File: config.mk
export PLATFORM = sky130hd
export DESIGN_NAME = dts_debug_trigger
export DESIGN_NICKNAME = d
export VERILOG_FILES = /design/src/dts_pkg.sv /design/src/dts_debug_trigger.sv
export SDC_FILE = /design/constraint.sdc
export NUM_CORES = 1
export LEC_CHECK = 0
export ABC_AREA = 0
export BUFFER_PORTS_ARGS = -buffer_cell sky130_fd_sc_hd__buf_4
export CAP_MARGIN = 20
export CORE_ASPECT_RATIO = 1.1
export CORE_MARGIN = 2
export CORE_UTILIZATION = 41
export DETAILED_ROUTE_END_ITERATION = 7
export PLACE_DENSITY = 0.86
export SETUP_SLACK_MARGIN = 0.05
export SLEW_MARGIN = 10
export SYNTH_ARGS = -nofsm -noshare
export SYNTH_HDL_FRONTEND = slang
export SYNTH_SLANG_ARGS = --single-unit
File: constraint.sdc
create_clock -name pclk -period 1.8 [get_ports pclk]
set_input_delay 0.18 -clock pclk [delete_from_list [all_inputs] [get_ports pclk]]
set_output_delay 0.18 -clock pclk [all_outputs]
set_load 0.1 [all_outputs]
File: src/dts_pkg.sv
// constants, types and the state record of the debug trigger and run status block
// How it works
// - trigger setup writable only while disarmed
// - exec-qualify bit waits for opcode execution
// - begin/end bit picks storage window
// - event-only modes always run as begin
// - modes 0-2: A, A or B, A then B
// - modes 3-4 store on B events
// - modes 5-6 address A with B data
// - modes 7-8 inside or outside range
// - modes 9 to 15 never trigger
// - A flag cleared at arm, set on match
// - B flag cleared at arm, set on match
// - armed status mirrors capture control
// - run ends on full or trigger
// - host aborts by clearing arm or enable
// - valid count cleared at arm, up to eight
// - count holds while FIFO is read
// - run status register is read-only
// - arm write sets control and armed flag
// - enable refused while secure
package dts_pkg;
   // ****************************************************
   // register map, byte addresses on the apb bus
   // ****************************************************
   localparam logic [7:0] DTS_OFF_CTRL   = 8'h00; // debug_control_reg
   localparam logic [7:0] DTS_OFF_TRIG   = 8'h04; // trigger_setup_reg
   localparam logic [7:0] DTS_OFF_STATUS = 8'h08; // run_status_reg
   // ****************************************************
   // field positions
   // ****************************************************
   localparam int DTS_EN_BIT    = 7; // debug_unit_enable
   localparam int DTS_ARM_BIT   = 6; // capture-active control
   localparam int DTS_QUAL_BIT  = 7; // exec_qualify_sel
   localparam int DTS_BEGIN_BIT = 6; // begin/end select
   localparam int DTS_AF_BIT    = 7; // match_a_flag
   localparam int DTS_BF_BIT    = 6; // match_b_flag
   localparam int DTS_CAPTURE_ACTIVE_FLAG_BIT  = 5; // capture_active_flag
   localparam logic [7:0] DTS_TRIG_WMASK = 8'hcf; // bits 5:4 fixed zero
   localparam logic [3:0] DTS_FIFO_DEPTH = 4'h8;  // words in trace fifo
   // ****************************************************
   // trigger modes
   // ****************************************************
   typedef enum logic [3:0] {
      DTS_M_A       = 4'h0,
      DTS_M_A_OR_B  = 4'h1,
      DTS_M_A_THENB = 4'h2,
      DTS_M_EV_B    = 4'h3,
      DTS_M_A_EV_B  = 4'h4,
      DTS_M_A_AND_D = 4'h5,
      DTS_M_A_NOT_D = 4'h6,
      DTS_M_INSIDE  = 4'h7,
      DTS_M_OUTSIDE = 4'h8
   } dts_mode_t;
   // run phase, one-hot
   typedef enum logic [2:0] {
      DTS_ST_IDLE  = 3'b001,
      DTS_ST_ARMED = 3'b010,
      DTS_ST_STORE = 3'b100
   } dts_phase_t;
   // apb request from the master
   typedef struct packed {
      logic        psel;
      logic        penable;
      logic        pwrite;
      logic [7:0]  paddr;
      logic [31:0] pwdata;
   } dts_apb_req_t;
   // per-cycle events from comparators and opcode tracking
   typedef struct packed {
      logic access;  // bus access this cycle
      logic a;       // address equals comparator a
      logic b;       // address equals comparator b
      logic b_data;  // data equals comparator b
      logic lt_a;    // address below a
      logic gt_b;    // address above b
      logic cof;     // change-of-flow word ready to store
      logic exec;    // tagged opcode executed
      logic flush;   // tagged opcode discarded
   } dts_hits_t;
   // whole state of the block
   typedef struct packed {
      logic        en;
      logic        arm;
      logic [7:0]  trig;
      logic        flag_a;
      logic        flag_b;
      logic [3:0]  cnt;
      logic        a_seen;
      logic [2:0]  pend;    // tagged a, b, mode hit
      dts_phase_t  phase;
      logic        store;
      logic        trig_ev;
      logic [31:0] prdata;
   } dts_state_t;
endpackage

File: src/dts_debug_trigger.sv
// trigger setup, run control and run status of the debug trace unit
//
// Decided for this implementation: the register offsets and the APB interface to the registers.
`timescale 1ns/10ps
module dts_debug_trigger
(
   input  wire logic               pclk,        // cpu bus clock
   input  wire logic               presetn,     // async reset
   input  wire dts_pkg::dts_apb_req_t apb_req,  // apb request
   output logic                    pready,      // always ready
   output logic                    pslverr,     // unmapped address
   output logic [31:0]             prdata,      // read data
   input  wire dts_pkg::dts_hits_t hits,        // comparator events
   input  wire logic               secure_mode, // mcu secured
   output logic                    fifo_store,  // store one word
   output logic                    trigger_event, // trigger pulse
   output logic                    run_armed    // run in progress
);
   import dts_pkg::*;

   // ****************************************************
   // bus decode
   // ****************************************************
   dts_state_t q;        // registered state
   dts_state_t d;        // next state
   logic       wr;       // write at access edge
   logic       setup;    // setup cycle of a transfer
   logic       hit_ctrl; // address decodes
   logic       hit_trig;
   logic       hit_stat;
   logic       mapped;
   logic [7:0] status;   // run_status_reg image
   logic [2:0] raw;      // unqualified a, b, mode hit
   logic [2:0] qual;     // qualified a, b, mode hit
   logic       fire;     // trigger this cycle
   logic       bstore;   // event-only store this cycle
   logic       evonly;   // event-only mode selected
   logic       begin_tr; // run behaves as begin trace
   logic       full;     // fifo reaches depth
   dts_mode_t  mode;

   // decoding by address chain
   always_comb
   begin
      hit_ctrl = 1'b0;
      hit_trig = 1'b0;
      hit_stat = 1'b0;
      if (apb_req.paddr == DTS_OFF_CTRL)
      begin
         hit_ctrl = 1'b1;
      end
      else if (apb_req.paddr == DTS_OFF_TRIG)
      begin
         hit_trig = 1'b1;
      end
      else if (apb_req.paddr == DTS_OFF_STATUS)
      begin
         hit_stat = 1'b1;
      end
   end

   assign mapped  = hit_ctrl | hit_trig | hit_stat;
   assign wr      = apb_req.psel & apb_req.penable & apb_req.pwrite;
   assign setup   = apb_req.psel & ~apb_req.penable;
   // zero wait states: read data is loaded in the setup cycle
   assign pready  = 1'b1;
   assign pslverr = apb_req.psel & apb_req.penable & ~mapped;
   assign prdata  = q.prdata;
   assign fifo_store    = q.store;
   assign trigger_event = q.trig_ev;
   assign run_armed     = q.arm;

   // status image; armed bit is the control bit gated by enable
   assign status = {q.flag_a, q.flag_b, q.arm & q.en, 1'b0, q.cnt};

   // ****************************************************
   // trigger evaluation
   // ****************************************************
   assign mode   = dts_mode_t'(q.trig[3:0]);
   assign evonly = (mode == DTS_M_EV_B) | (mode == DTS_M_A_EV_B);
   // event-only modes ignore the begin/end select
   assign begin_tr = q.trig[DTS_BEGIN_BIT] | evonly;

   // raw hits on one access
   always_comb
   begin
      raw = 3'b000;
      if (hits.access)
      begin
         raw[2] = hits.a;
         raw[1] = hits.b;
         case (mode)
            DTS_M_A_AND_D : raw[0] = hits.a & hits.b_data;
            DTS_M_A_NOT_D : raw[0] = hits.a & ~hits.b_data;
            DTS_M_INSIDE  : raw[0] = ~hits.lt_a & ~hits.gt_b;
            DTS_M_OUTSIDE : raw[0] = hits.lt_a | hits.gt_b;
            default       : raw[0] = 1'b0;
         endcase
      end
   end

   // tagged hits wait for the opcode to execute; a flush drops them
   always_comb
   begin
      if (q.trig[DTS_QUAL_BIT])
      begin
         qual = hits.exec ? q.pend : 3'b000;
      end
      else
      begin
         qual = raw;
      end
   end

   // trigger per mode; unused codes never fire
   always_comb
   begin
      fire   = 1'b0;
      bstore = 1'b0;
      case (mode)
         DTS_M_A       : fire = qual[2];
         DTS_M_A_OR_B  : fire = qual[2] | qual[1];
         DTS_M_A_THENB : fire = qual[1] & q.a_seen;
         DTS_M_EV_B    : bstore = qual[1];
         DTS_M_A_EV_B  : bstore = qual[1] & q.a_seen;
         DTS_M_A_AND_D,
         DTS_M_A_NOT_D,
         DTS_M_INSIDE,
         DTS_M_OUTSIDE : fire = qual[0];
         default       : fire = 1'b0;
      endcase
   end

   // ****************************************************
   // next state
   // ****************************************************
   always_comb
   begin
      d         = q;
      d.store   = 1'b0;
      d.trig_ev = 1'b0;
      full      = 1'b0;
      if (q.trig[DTS_QUAL_BIT])
      begin
         // collect tagged hits until executed or flushed
         // a hit in the exec cycle itself waits for the next exec
         if (hits.exec | hits.flush)
         begin
            d.pend = raw;
         end
         else
         begin
            d.pend = q.pend | raw;
         end
      end
      else
      begin
         d.pend = 3'b000;
      end
      // read data loaded in setup; status has no side effect
      if (setup & ~apb_req.pwrite)
      begin
         if (hit_ctrl)
         begin
            d.prdata = {24'h000000, q.en, q.arm, 6'h00};
         end
         else if (hit_trig)
         begin
            d.prdata = {24'h000000, q.trig};
         end
         else if (hit_stat)
         begin
            d.prdata = {24'h000000, status};
         end
         else
         begin
            d.prdata = 32'h00000000;
         end
      end
      // run progress while armed
      if (q.phase != DTS_ST_IDLE)
      begin
         // flags only move inside a run
         if (qual[2])
         begin
            d.flag_a = 1'b1;
            d.a_seen = 1'b1;
         end
         if (qual[1])
         begin
            d.flag_b = 1'b1;
         end
         d.trig_ev = fire;
         case (q.phase)
            DTS_ST_ARMED :
            begin
               if (evonly)
               begin
                  // each B event stores one word, in mode 4 only after A
                  d.store = bstore;
                  if (bstore)
                  begin
                     d.cnt = q.cnt + 4'h1;
                     full  = (q.cnt + 4'h1) == DTS_FIFO_DEPTH;
                  end
               end
               else if (begin_tr)
               begin
                  if (fire)
                  begin
                     d.phase = DTS_ST_STORE;
                  end
               end
               else
               begin
                  // end trace: circular fill, count saturates at depth
                  d.store = hits.cof;
                  if (hits.cof && q.cnt != DTS_FIFO_DEPTH)
                  begin
                     d.cnt = q.cnt + 4'h1;
                  end
                  if (fire)
                  begin
                     d.phase = DTS_ST_IDLE;
                     d.arm   = 1'b0;
                  end
               end
            end
            DTS_ST_STORE :
            begin
               d.store = hits.cof;
               if (hits.cof)
               begin
                  d.cnt = q.cnt + 4'h1;
                  full  = (q.cnt + 4'h1) == DTS_FIFO_DEPTH;
               end
            end
            default : d.phase = DTS_ST_IDLE;
         endcase
         // a full fifo ends the run whatever the phase chose above
         if (full)
         begin
            d.phase = DTS_ST_IDLE;
            d.arm   = 1'b0;
         end
      end
      // register writes, after run progress so the host wins
      if (wr & hit_ctrl)
      begin
         // a secured part keeps the unit disabled
         d.en = apb_req.pwdata[DTS_EN_BIT] & (q.en | ~secure_mode);
         if (apb_req.pwdata[DTS_ARM_BIT] & d.en)
         begin
            if (q.phase == DTS_ST_IDLE)
            begin
               // new run: clear flags and count
               d.arm    = 1'b1;
               d.phase  = DTS_ST_ARMED;
               d.flag_a = 1'b0;
               d.flag_b = 1'b0;
               d.cnt    = 4'h0;
               d.a_seen = 1'b0;
               d.pend   = 3'b000;
               d.store  = 1'b0;
            end
         end
         else
         begin
            // abort; count keeps what was stored
            d.arm   = 1'b0;
            d.phase = DTS_ST_IDLE;
         end
      end
      if (wr & hit_trig & ~q.arm)
      begin
         d.trig = apb_req.pwdata[7:0] & DTS_TRIG_WMASK;
      end
      // writes to run_status_reg fall through untouched
   end

   // state register
   always_ff @(posedge pclk or negedge presetn)
   begin
      if (!presetn)
      begin
         q        <= '0;
         // all zero is no legal one-hot code, so idle is set apart
         q.phase  <= DTS_ST_IDLE;
      end
      else
      begin
         q <= d;
      end
   end
endmodule

==> results of run 1 <==
## per-layer routing
metal | track usage | up-vias | part of all wire
li1 | - | 870 | -
met1 | 0.235 | 932 | 0.38
met2 | 0.326 | 75 | 0.54
met3 | 0.0419 | 16 | 0.052
met4 | 0.100 | 0 | 0.026
met5 | 0 | - | 0
## worst max path at each step
stage | from | endpoint | slack [ps] | cells after the start
floorplan | apb_req[36] | mode[0] | -290 | 6
global placement | apb_req[36] | q[34] | -340 | 5
detailed placement | apb_req[36] | q[34] | -350 | 5
CTS | mode[1] | q[36] | -4 | 6
global route | mode[2] | q[36] | -180 | 6
finish | mode[1] | q[36] | -30 | 6
## kinds of logic (layout without fill, tap and decap cells)
group	count (synthesis)	in the layout	share of synthesized area
compound gates	56	56	0.194
xor+xnor	3	3	0.0126
fa+ha+maj	3	3	0.0181
buf+inv	46	78	0.150
flops	30	30	0.362
mux	9	9	0.0578
other cells	2	26	0.00361
simple gates	74	75	0.202
## final cells by class
cell class	instances	area, µm²
timing repair buffer	66	526
tap	58	72.6
clock buffer	6	82.6
sequential	30	752
multi-input combinational	172	1240
fill	427	2230
inverter	4	15.0
clock inverter	2	12.5
## timing repair
item,in CTS,in global routing
buffers inserted,3,0
setup endpoints to repair,21,17
hold endpoints to repair,29,0
pin swaps,15,6
hold buffers,1,0
gates resized for setup,16,5
gates cloned,1,0
## power breakdown
part / leakage, nW / internal, mW / switching, mW
sequential: 0.406 / 0.683 / 0.00903
combinational: 0.827 / 0.0879 / 0.323
clock: 0.0472 / 0.307 / 0.290
## per-stage QoR
| stage | power (mW) | util | cell area, µm² | worst slack (ps) | std cells |
|---|---|---|---|---|---|
| after floorplan | 1.05 | - | 2250 | -292 | 247 |
| after global placement | 1.09 | 0.504 | 2480 | -338 | 325 |
| after detailed placement | 1.10 | 0.504 | 2480 | -351 | 325 |
| after CTS | 1.69 | 0.544 | 2680 | -3.70 | 338 |
| after global routing | 1.75 | 0.548 | 2700 | -181 | 338 |
| final | 1.70 | 0.548 | 2700 | -31.6 | 338 |
## cell usage after synthesis, types with 3 or more instances
cell / n / share of area
nor3b_1: 3 / 0.011
a22oi_1: 7 / 0.025
nand2_1: 16 / 0.029
ha_1: 3 / 0.018
clkbuf_1: 5 / 0.0090
inv_1: 4 / 0.0072
a21oi_1: 10 / 0.024
nand2b_1: 3 / 0.0090
buf_4: 33 / 0.12
nand3b_1: 5 / 0.018
o21ai_0: 6 / 0.014
o211ai_1: 4 / 0.014
and2_1: 4 / 0.012
dfrtp_1: 29 / 0.35
o21a_1: 3 / 0.011
nor2_1: 16 / 0.029
mux2i_1: 3 / 0.014
nand3_1: 6 / 0.014
o31ai_1: 8 / 0.029
nor2b_1: 3 / 0.0090
mux2_4: 6 / 0.043
a221oi_1: 3 / 0.013
## worst max-delay path, cell delays in order (launching register included)
cell      delay [ps]
dfrtp_1          380
or4bb_1          550
a221oi_4         250
buf_6            170
nor2_2            40
o211ai_1         200
o32ai_1          120
## state kept, by name (all words and copies together), names as in the netlist
name / flops
mode: 4
run_armed: 1
prdata: 7
q: 16
trigger_event: 1
fifo_store: 1
==> flow_metrics.env, run 1 <==
export IMPL_ant_nets=0
export IMPL_drv_slew=0
export IMPL_leakagePower_nw=1.28
export IMPL_antenna_found_initial=0
export IMPL_outcome="complete, but fails checks"
export IMPL_synth_area_per_cell_um2=9.33
export IMPL_arrival_ps=2010
export IMPL_seq_area_frac_synth=0.362
export IMPL_die_w_um=71.9
export IMPL_gp_congestion=0.911
export IMPL_fp_row_count=27
export IMPL_clk_latency_ps=300
export IMPL_fin_ws_ps=-31.6
export IMPL_r2r_cells=6
export IMPL_post_route_drc_count=0
export IMPL_cts_sinks=30
export IMPL_dr_total_vias=1893
export IMPL_grt_first_pass_wirelength_um=8630
export IMPL_via_per_inst=5.60
export IMPL_setup_violations=4
export IMPL_cts_tree="yes"
export IMPL_r2r_setup_slack_ps=-30
export IMPL_grt_pass1_vias=1869
export IMPL_cap_violations=0
export IMPL_cp_max_fo=5
export IMPL_vdd_drop_max_v=0.000274
export IMPL_io_buffer_count=39
export IMPL_drtIter0Drc=194
export IMPL_die_area_um2=5660
export IMPL_final_layout_size_suffix_gt1_frac=0.379
export IMPL_cts_buffers=5
export IMPL_cts_buffer_depth=2
export IMPL_ys_ff_latch=30
export IMPL_fin_setup_tns_ps=-94.8
export IMPL_clk_pin_slew_ps=70
export IMPL_ys_async_sr_fraction=1.00
export IMPL_layout_nets=337
export IMPL_pin_count=92
export IMPL_hp_class="primary input to flop"
export IMPL_min_period_ps=1830
export IMPL_skew_ps=8.29
export IMPL_worstReg2RegEnd="q[36]"
export IMPL_drtPass1Iterations=6
export IMPL_required_ps=1980
export IMPL_dp_hpwl_um=3850
export IMPL_grt_max_degree=31
export IMPL_final_cell_mix="buf_4 (60), dfrtp_1 (29), conb_1 (26)"
export IMPL_hold_ws_ps=114
export IMPL_violations="setup timing"
export IMPL_synth_warnings=0
export IMPL_cts_htree_levels=2
export IMPL_die_h_um=78.7
export IMPL_root_buffer="clkbuf_8"
export IMPL_min_to="mode[1]"
export IMPL_ys_types=56
export IMPL_hold_viol=0
export IMPL_post_route_period_util=1.02
export IMPL_syn_inst=223
export IMPL_grt_util_all_layers=0.195
export IMPL_endpoint_kind="flop"
export IMPL_antennaDiodeCount=0
export IMPL_reg2reg_from="mode[1]"
export IMPL_routed_wl_um=5430
export IMPL_synth_flop_cell="dfrtp_1"
export IMPL_grt_ovfl_total=0
export IMPL_synth_area_um2=2080
export IMPL_initial_utilization=0.422
export IMPL_power_density_nw_per_um2=629
export IMPL_rsz0062_at_grt="yes"
export IMPL_synth_edf_count=0
export IMPL_syn_to_final_growth_pct=30.0
export IMPL_layout_commonest_cell="buf_4"
export IMPL_max_freq_mhz=546
export IMPL_whs_path_depth=2
export IMPL_hold_start="apb_req[1]"
export IMPL_start_kind="flop"
export IMPL_avgRoutedWirePerCell_um=16.1
export IMPL_crit_type="flop to flop"
export IMPL_core_area_um2=4930
Note: power is estimated with default switching activity, not from simulation.
==> run 2: changes to the inputs <==
--- a/config.mk
+++ b/config.mk
@@ -14,7 +14,6 @@
 export DETAILED_ROUTE_END_ITERATION = 7
 export PLACE_DENSITY = 0.86
 export SETUP_SLACK_MARGIN = 0.05
-export SLEW_MARGIN = 10
 export SYNTH_ARGS = -nofsm -noshare
 export SYNTH_HDL_FRONTEND = slang
 export SYNTH_SLANG_ARGS = --single-unit
==> constraint.sdc (replaced) <==
create_clock -name pclk -period 1.8 [get_ports pclk]
set_input_delay 0.09 -clock pclk [delete_from_list [all_inputs] [get_ports pclk]]
set_output_delay 0.09 -clock pclk [all_outputs]
set_load 0.1 [all_outputs]
==> run 2 against run 1 <==
  * The flow still finishes with violations (setup timing)
  * Combinational power is 1% lower
  * Flip-flop and latch count stayed put
  * Register-to-register slack worse by 30 ps
  * Fmax is 1.5% lower
  * Count of clock-buffer cells in the layout is 1 higher
  * Die area stayed put
  * Critical path depth stayed put
  * Worst setup slack worse by 29 ps
  * First-iteration DRC count is 40% lower
  * Critical path type unchanged
==> flow_metrics.env, run 2 (synthesized netlist as in run 1, its figures left out) <==
export IMPL_post_route_period_util=1.03
export IMPL_setup_violations=5
export IMPL_largest_reg_flops=16
export IMPL_min_period_ps=1860
export IMPL_crit_start="mode[1]"
export IMPL_hold_ws_ps=32.6
export IMPL_avgRoutedWirePerCell_um=15.4
export IMPL_outcome="complete, but fails checks"
export IMPL_die_area_um2=5660
export IMPL_worstReg2RegEnd="q[36]"
export IMPL_grt_pass1_vias=1727
export IMPL_leakagePower_nw=1.27
export IMPL_drtPass1Iterations=5
export IMPL_required_ps=1970
export IMPL_power_density_nw_per_um2=628
export IMPL_grt_util_all_layers=0.183
export IMPL_grt_first_pass_wirelength_um=8070
export IMPL_final_cells=335
export IMPL_final_cell_mix="buf_4 (60), dfrtp_1 (29), conb_1 (26)"
export IMPL_grt_ovfl_total=0
export IMPL_io_buffer_count=39
export IMPL_fillCellCount=432
export IMPL_drv_slew=0
export IMPL_hold_viol=0
export IMPL_final_layout_size_suffix_gt1_frac=0.368
export IMPL_largest_register="q"
export IMPL_crit_type="flop to flop"
export IMPL_grt_max_degree=31
export IMPL_via_per_inst=5.41
export IMPL_rsz0062_at_grt="yes"
export IMPL_multi_input_comb_area_um2=1220
export IMPL_antennaDiodeCount=0
export IMPL_r2r_setup_slack_ps=-60
export IMPL_endpoint_kind="flop"
export IMPL_clk_pin_slew_ps=70
export IMPL_hp_class="primary input to flop"
export IMPL_dr_total_vias=1814
export IMPL_core_area_um2=4930
export IMPL_gp_congestion=0.916
export IMPL_r2r_cells=6
export IMPL_seq_area_um2=752
export IMPL_cts_sinks=30
export IMPL_drtIter0Drc=116
export IMPL_max_freq_mhz=538
export IMPL_die_h_um=78.7
export IMPL_cp_max_fo=6
export IMPL_arrival_ps=2030
export IMPL_routed_wl_um=5150
export IMPL_cts_tree="yes"
export IMPL_fin_ws_ps=-60.1
export IMPL_layout_nets=334
export IMPL_dp_cells=324
export IMPL_cts_htree_levels=2
export IMPL_initial_utilization=0.422
export IMPL_violations="setup timing"
export IMPL_start_kind="flop"
export IMPL_dp_hpwl_um=3820
export IMPL_skew_ps=5.46
export IMPL_die_w_um=71.9
export IMPL_vdd_drop_max_v=0.000270
export IMPL_crit_path_end="q[36]"
export IMPL_syn_to_final_growth_pct=27.8
export IMPL_antenna_found_initial=0
export IMPL_fp_row_count=27
export IMPL_post_route_drc_count=0
export IMPL_root_buffer="clkbuf_8"
export IMPL_clk_latency_ps=290
export IMPL_cap_violations=0
export IMPL_cts_buffer_depth=2
export IMPL_reg2reg_from="mode[1]"
export IMPL_utilization=0.539
export IMPL_pin_count=92
export IMPL_cts_buffers=5
export IMPL_ant_nets=0
export IMPL_layout_commonest_cell="buf_4"
## run 2: cell count changes in the layout (fill, tap and decap cells not counted), sizes merged
cell,before,now
clkinvlp,1,0
clkbuf,6,7
or3,2,1
buf,65,63
## run 2: stage by stage
stage	setup slack (ps)	area [µm²]	setup TNS, ps	total power, mW
6_report	-60.1	2660	-163	1.67
4_1_cts	-23.3	2630	-42.2	1.67
3_5_place_dp	-272	2470	-4560	1.10
3_3_place_gp	-246	2470	-4050	1.09
2_1_floorplan	-202	2240	-2360	1.05
5_1_grt	-171	2660	-750	1.72
## run 2: worst min-delay path by stage
stage,from,end,slack (ps),depth (start not counted)
after floorplan,presetn,fifo_store,-210,0
after global placement,presetn,q[38],40,1
after detailed placement,presetn,q[39],50,1
after CTS,apb_req[2],mode[2],30,2
after global routing,apb_req[2],mode[2],40,2
final,apb_req[1],mode[1],30,2
## run 2: report_power, final
group	switching (mW)	internal, mW
clock network	0.264	0.308
registers	0.00810	0.684
logic	0.321	0.0839
total	0.594	1.08
## run 2: final cells by class
cell class,count,share of cell area
Clock buffer,7,0.0325
Clock inverter,1,0.00188
Sequential cell,30,0.283
Timing Repair Buffer,64,0.189
Multi-Input combinational cell,171,0.460
Inverter,4,0.00565
Tap cell,58,0.0273
## run 2: routing by layer
| metal | GRT usage | vias to the layer above | share of wire |
|---|---|---|---|
| met5 | 0 | - | 0 |
| li1 | - | 857 | - |
| met4 | 0.0755 | 0 | 0.024 |
| met3 | 0.0292 | 12 | 0.043 |
| met2 | 0.327 | 62 | 0.53 |
| met1 | 0.216 | 883 | 0.40 |
## run 2: repair_timing
item / in CTS / in global routing
setup endpoints to repair: 9 / 10
buffers inserted: 2 / 0
gates resized for setup: 12 / 8
hold buffers: 1 / 0
pin swaps: 8 / 4
endpoints found under the hold margin: 29 / 0
## run 2: worst max-delay path, stage by stage (launching register included)
cell      delay, ps
dfrtp_1         390
or4bb_4         550
a221oi_4        260
buf_6           170
nor2_1           40
o211ai_1        210
o32ai_1         120
==> run 3: changes to the inputs <==
--- a/config.mk
+++ b/config.mk
@@ -9,7 +9,7 @@
 export BUFFER_PORTS_ARGS = -buffer_cell sky130_fd_sc_hd__buf_4
 export CAP_MARGIN = 20
 export CORE_ASPECT_RATIO = 1.1
-export CORE_MARGIN = 2
+export CORE_MARGIN = 1.5
 export CORE_UTILIZATION = 41
 export DETAILED_ROUTE_END_ITERATION = 7
 export PLACE_DENSITY = 0.86
==> constraint.sdc (replaced) <==
create_clock -name pclk -period 1.8 [get_ports pclk]
set_input_delay 0.18 -clock pclk [delete_from_list [all_inputs] [get_ports pclk]]
set_output_delay 0.18 -clock pclk [all_outputs]
set_load 0.1 [all_outputs]
==> run 3 against run 2 <==
  * The run still ends with setup timing left
  * Sequential share of layout area shrank 0.46 points
  * Largest power group unchanged
  * Final cell count grew 0.60%
  * Clock power grew 3%
  * Sequential power is essentially flat
  * Clock skew grew 4.7 ps
  * Critical path type unchanged
  * Worst setup slack gained 2.6 ps
==> flow_metrics.env, run 3 (synthesized netlist as in run 1, its figures left out) <==
export IMPL_max_stage_delay_ps=540
export IMPL_cts_htree_levels=2
export IMPL_start_kind="flop"
export IMPL_core_area_um2=4930
export IMPL_post_route_drc_count=0
export IMPL_cts_sinks=30
export IMPL_skew_ps=10.2
export IMPL_final_cell_area_um2=2710
export IMPL_layout_nets=336
export IMPL_arrival_ps=2020
export IMPL_reg2reg_from="mode[0]"
export IMPL_dr_total_vias=1863
export IMPL_cp_top_family="simple AND/OR/NAND/NOR gates"
export IMPL_drtPass1Iterations=4
export IMPL_initial_utilization=0.422
export IMPL_vdd_drop_max_v=0.000265
export IMPL_crit_path_end="q[35]"
export IMPL_fin_ws_ps=-57.5
export IMPL_slowest_stage="or4bb_4"
export IMPL_max_freq_mhz=538
export IMPL_cp_max_fo=5
export IMPL_grt_first_pass_wirelength_um=8560
export IMPL_antenna_found_initial=0
export IMPL_die_h_um=77.7
export IMPL_cap_violations=0
export IMPL_min_period_ps=1860
export IMPL_violations="setup timing"
export IMPL_clk_pin_slew_ps=70
export IMPL_cts_tree="yes"
export IMPL_dpl_cell_area_um2=2480
export IMPL_grt_pass1_vias=1792
export IMPL_post_route_period_util=1.03
export IMPL_layout_commonest_cell="buf_4"
export IMPL_leakagePower_nw=1.28
export IMPL_utilization=0.549
export IMPL_worstReg2RegEnd="q[35]"
export IMPL_r2r_cells=6
export IMPL_outcome="complete, but fails checks"
export IMPL_cp_depth=6
export IMPL_crit_type="flop to flop"
export IMPL_largest_reg_flops=16
export IMPL_required_ps=1970
export IMPL_fp_row_count=27
export IMPL_die_w_um=70.9
export IMPL_hold_viol=0
export IMPL_antennaDiodeCount=0
export IMPL_grt_util_all_layers=0.198
export IMPL_drv_slew=0
export IMPL_cp_num_buf_inv=1
export IMPL_tightestPinTransition_ps=474
export IMPL_io_buffer_count=39
export IMPL_syn_to_final_growth_pct=30.1
export IMPL_via_per_inst=5.53
export IMPL_setup_violations=7
export IMPL_avgRoutedWirePerCell_um=16.0
export IMPL_rsz0062_at_grt="yes"
export IMPL_root_buffer="clkbuf_8"
export IMPL_ant_nets=0
export IMPL_final_cell_mix="buf_4 (58), dfrtp_1 (28), conb_1 (26)"
export IMPL_largest_register="q"
export IMPL_drtIter0Drc=108
export IMPL_critical_path_cell_chain="or4bb_4 -> a221oi_4 -> buf_6 -> nor2_1 -> o211ai_1 -> o21ai_1"
export IMPL_dp_hpwl_um=3930
export IMPL_gp_congestion=0.929
export IMPL_endpoint_kind="flop"
export IMPL_clk_latency_ps=290
export IMPL_pin_count=92
export IMPL_crit_start="mode[0]"
export IMPL_timing_slew_headroom=0.676
export IMPL_power_density_nw_per_um2=625
export IMPL_final_layout_size_suffix_gt1_frac=0.380
export IMPL_routed_wl_um=5400
export IMPL_hp_class="primary input to flop"
export IMPL_hold_ws_ps=127
export IMPL_r2r_setup_slack_ps=-60
export IMPL_dp_slack_ps=-349
export IMPL_cts_buffers=5
export IMPL_die_area_um2=5510
export IMPL_grt_ovfl_total=0
export IMPL_cts_buffer_depth=2
export IMPL_grt_max_degree=31
-- run 3: timing repair --
item | CTS | global route
gates cloned | 1 | 0
pin swaps | 14 | 9
endpoints found under the hold margin | 29 | 0
hold buffers | 1 | 0
setup buffers | 1 | 2
endpoints found under the setup margin | 21 | 18
resized for setup | 13 | 12
-- run 3: cell type report --
type                       count  area [µm²]
fill                         438        2230
multi-input combinational    172        1250
sequential                    30         753
timing repair buffer          65         522
clock buffer                   6        82.6
tap                           58        72.6
inverter                       4        15.0
clock inverter                 2        12.5
-- run 3: power breakdown --
group          internal, mW  total [mW]  switching [mW]  leakage, nW
clock network         0.307       0.588           0.280       0.0472
logic                0.0900       0.414           0.324        0.831
registers             0.683       0.691         0.00796        0.405
-- run 3: how the worst min path moves through the flow --
| stage | start | endpoint | slack, ps | cells past startpoint |
|---|---|---|---|---|
| 6_report | apb_req[0] | mode[0] | 130 | 2 |
| 5_1_grt | apb_req[3] | mode[3] | 120 | 2 |
| 4_1_cts | apb_req[0] | mode[0] | 120 | 2 |
| 3_5_place_dp | presetn | q[39] | 130 | 1 |
| 3_3_place_gp | presetn | q[38] | 130 | 1 |
| 2_1_floorplan | presetn | fifo_store | -120 | 0 |
-- run 3: per-layer routing --
metal | vias up | part of all wire | GRT usage
met2 | 66 | 0.54 | 0.362
met3 | 14 | 0.047 | 0.0377
met4 | 0 | 0.029 | 0.0849
li1 | 868 | - | -
met1 | 915 | 0.39 | 0.221
met5 | - | 0 | 0
-- run 3: stage by stage --
step                TNS (ps)  instances  power (mW)
finish                  -265        337        1.69
global route            -773        337        1.75
CTS                     -327        335        1.69
detailed placement     -6450        324        1.10
global placement       -6040        324        1.09
floorplan              -4070        247        1.05
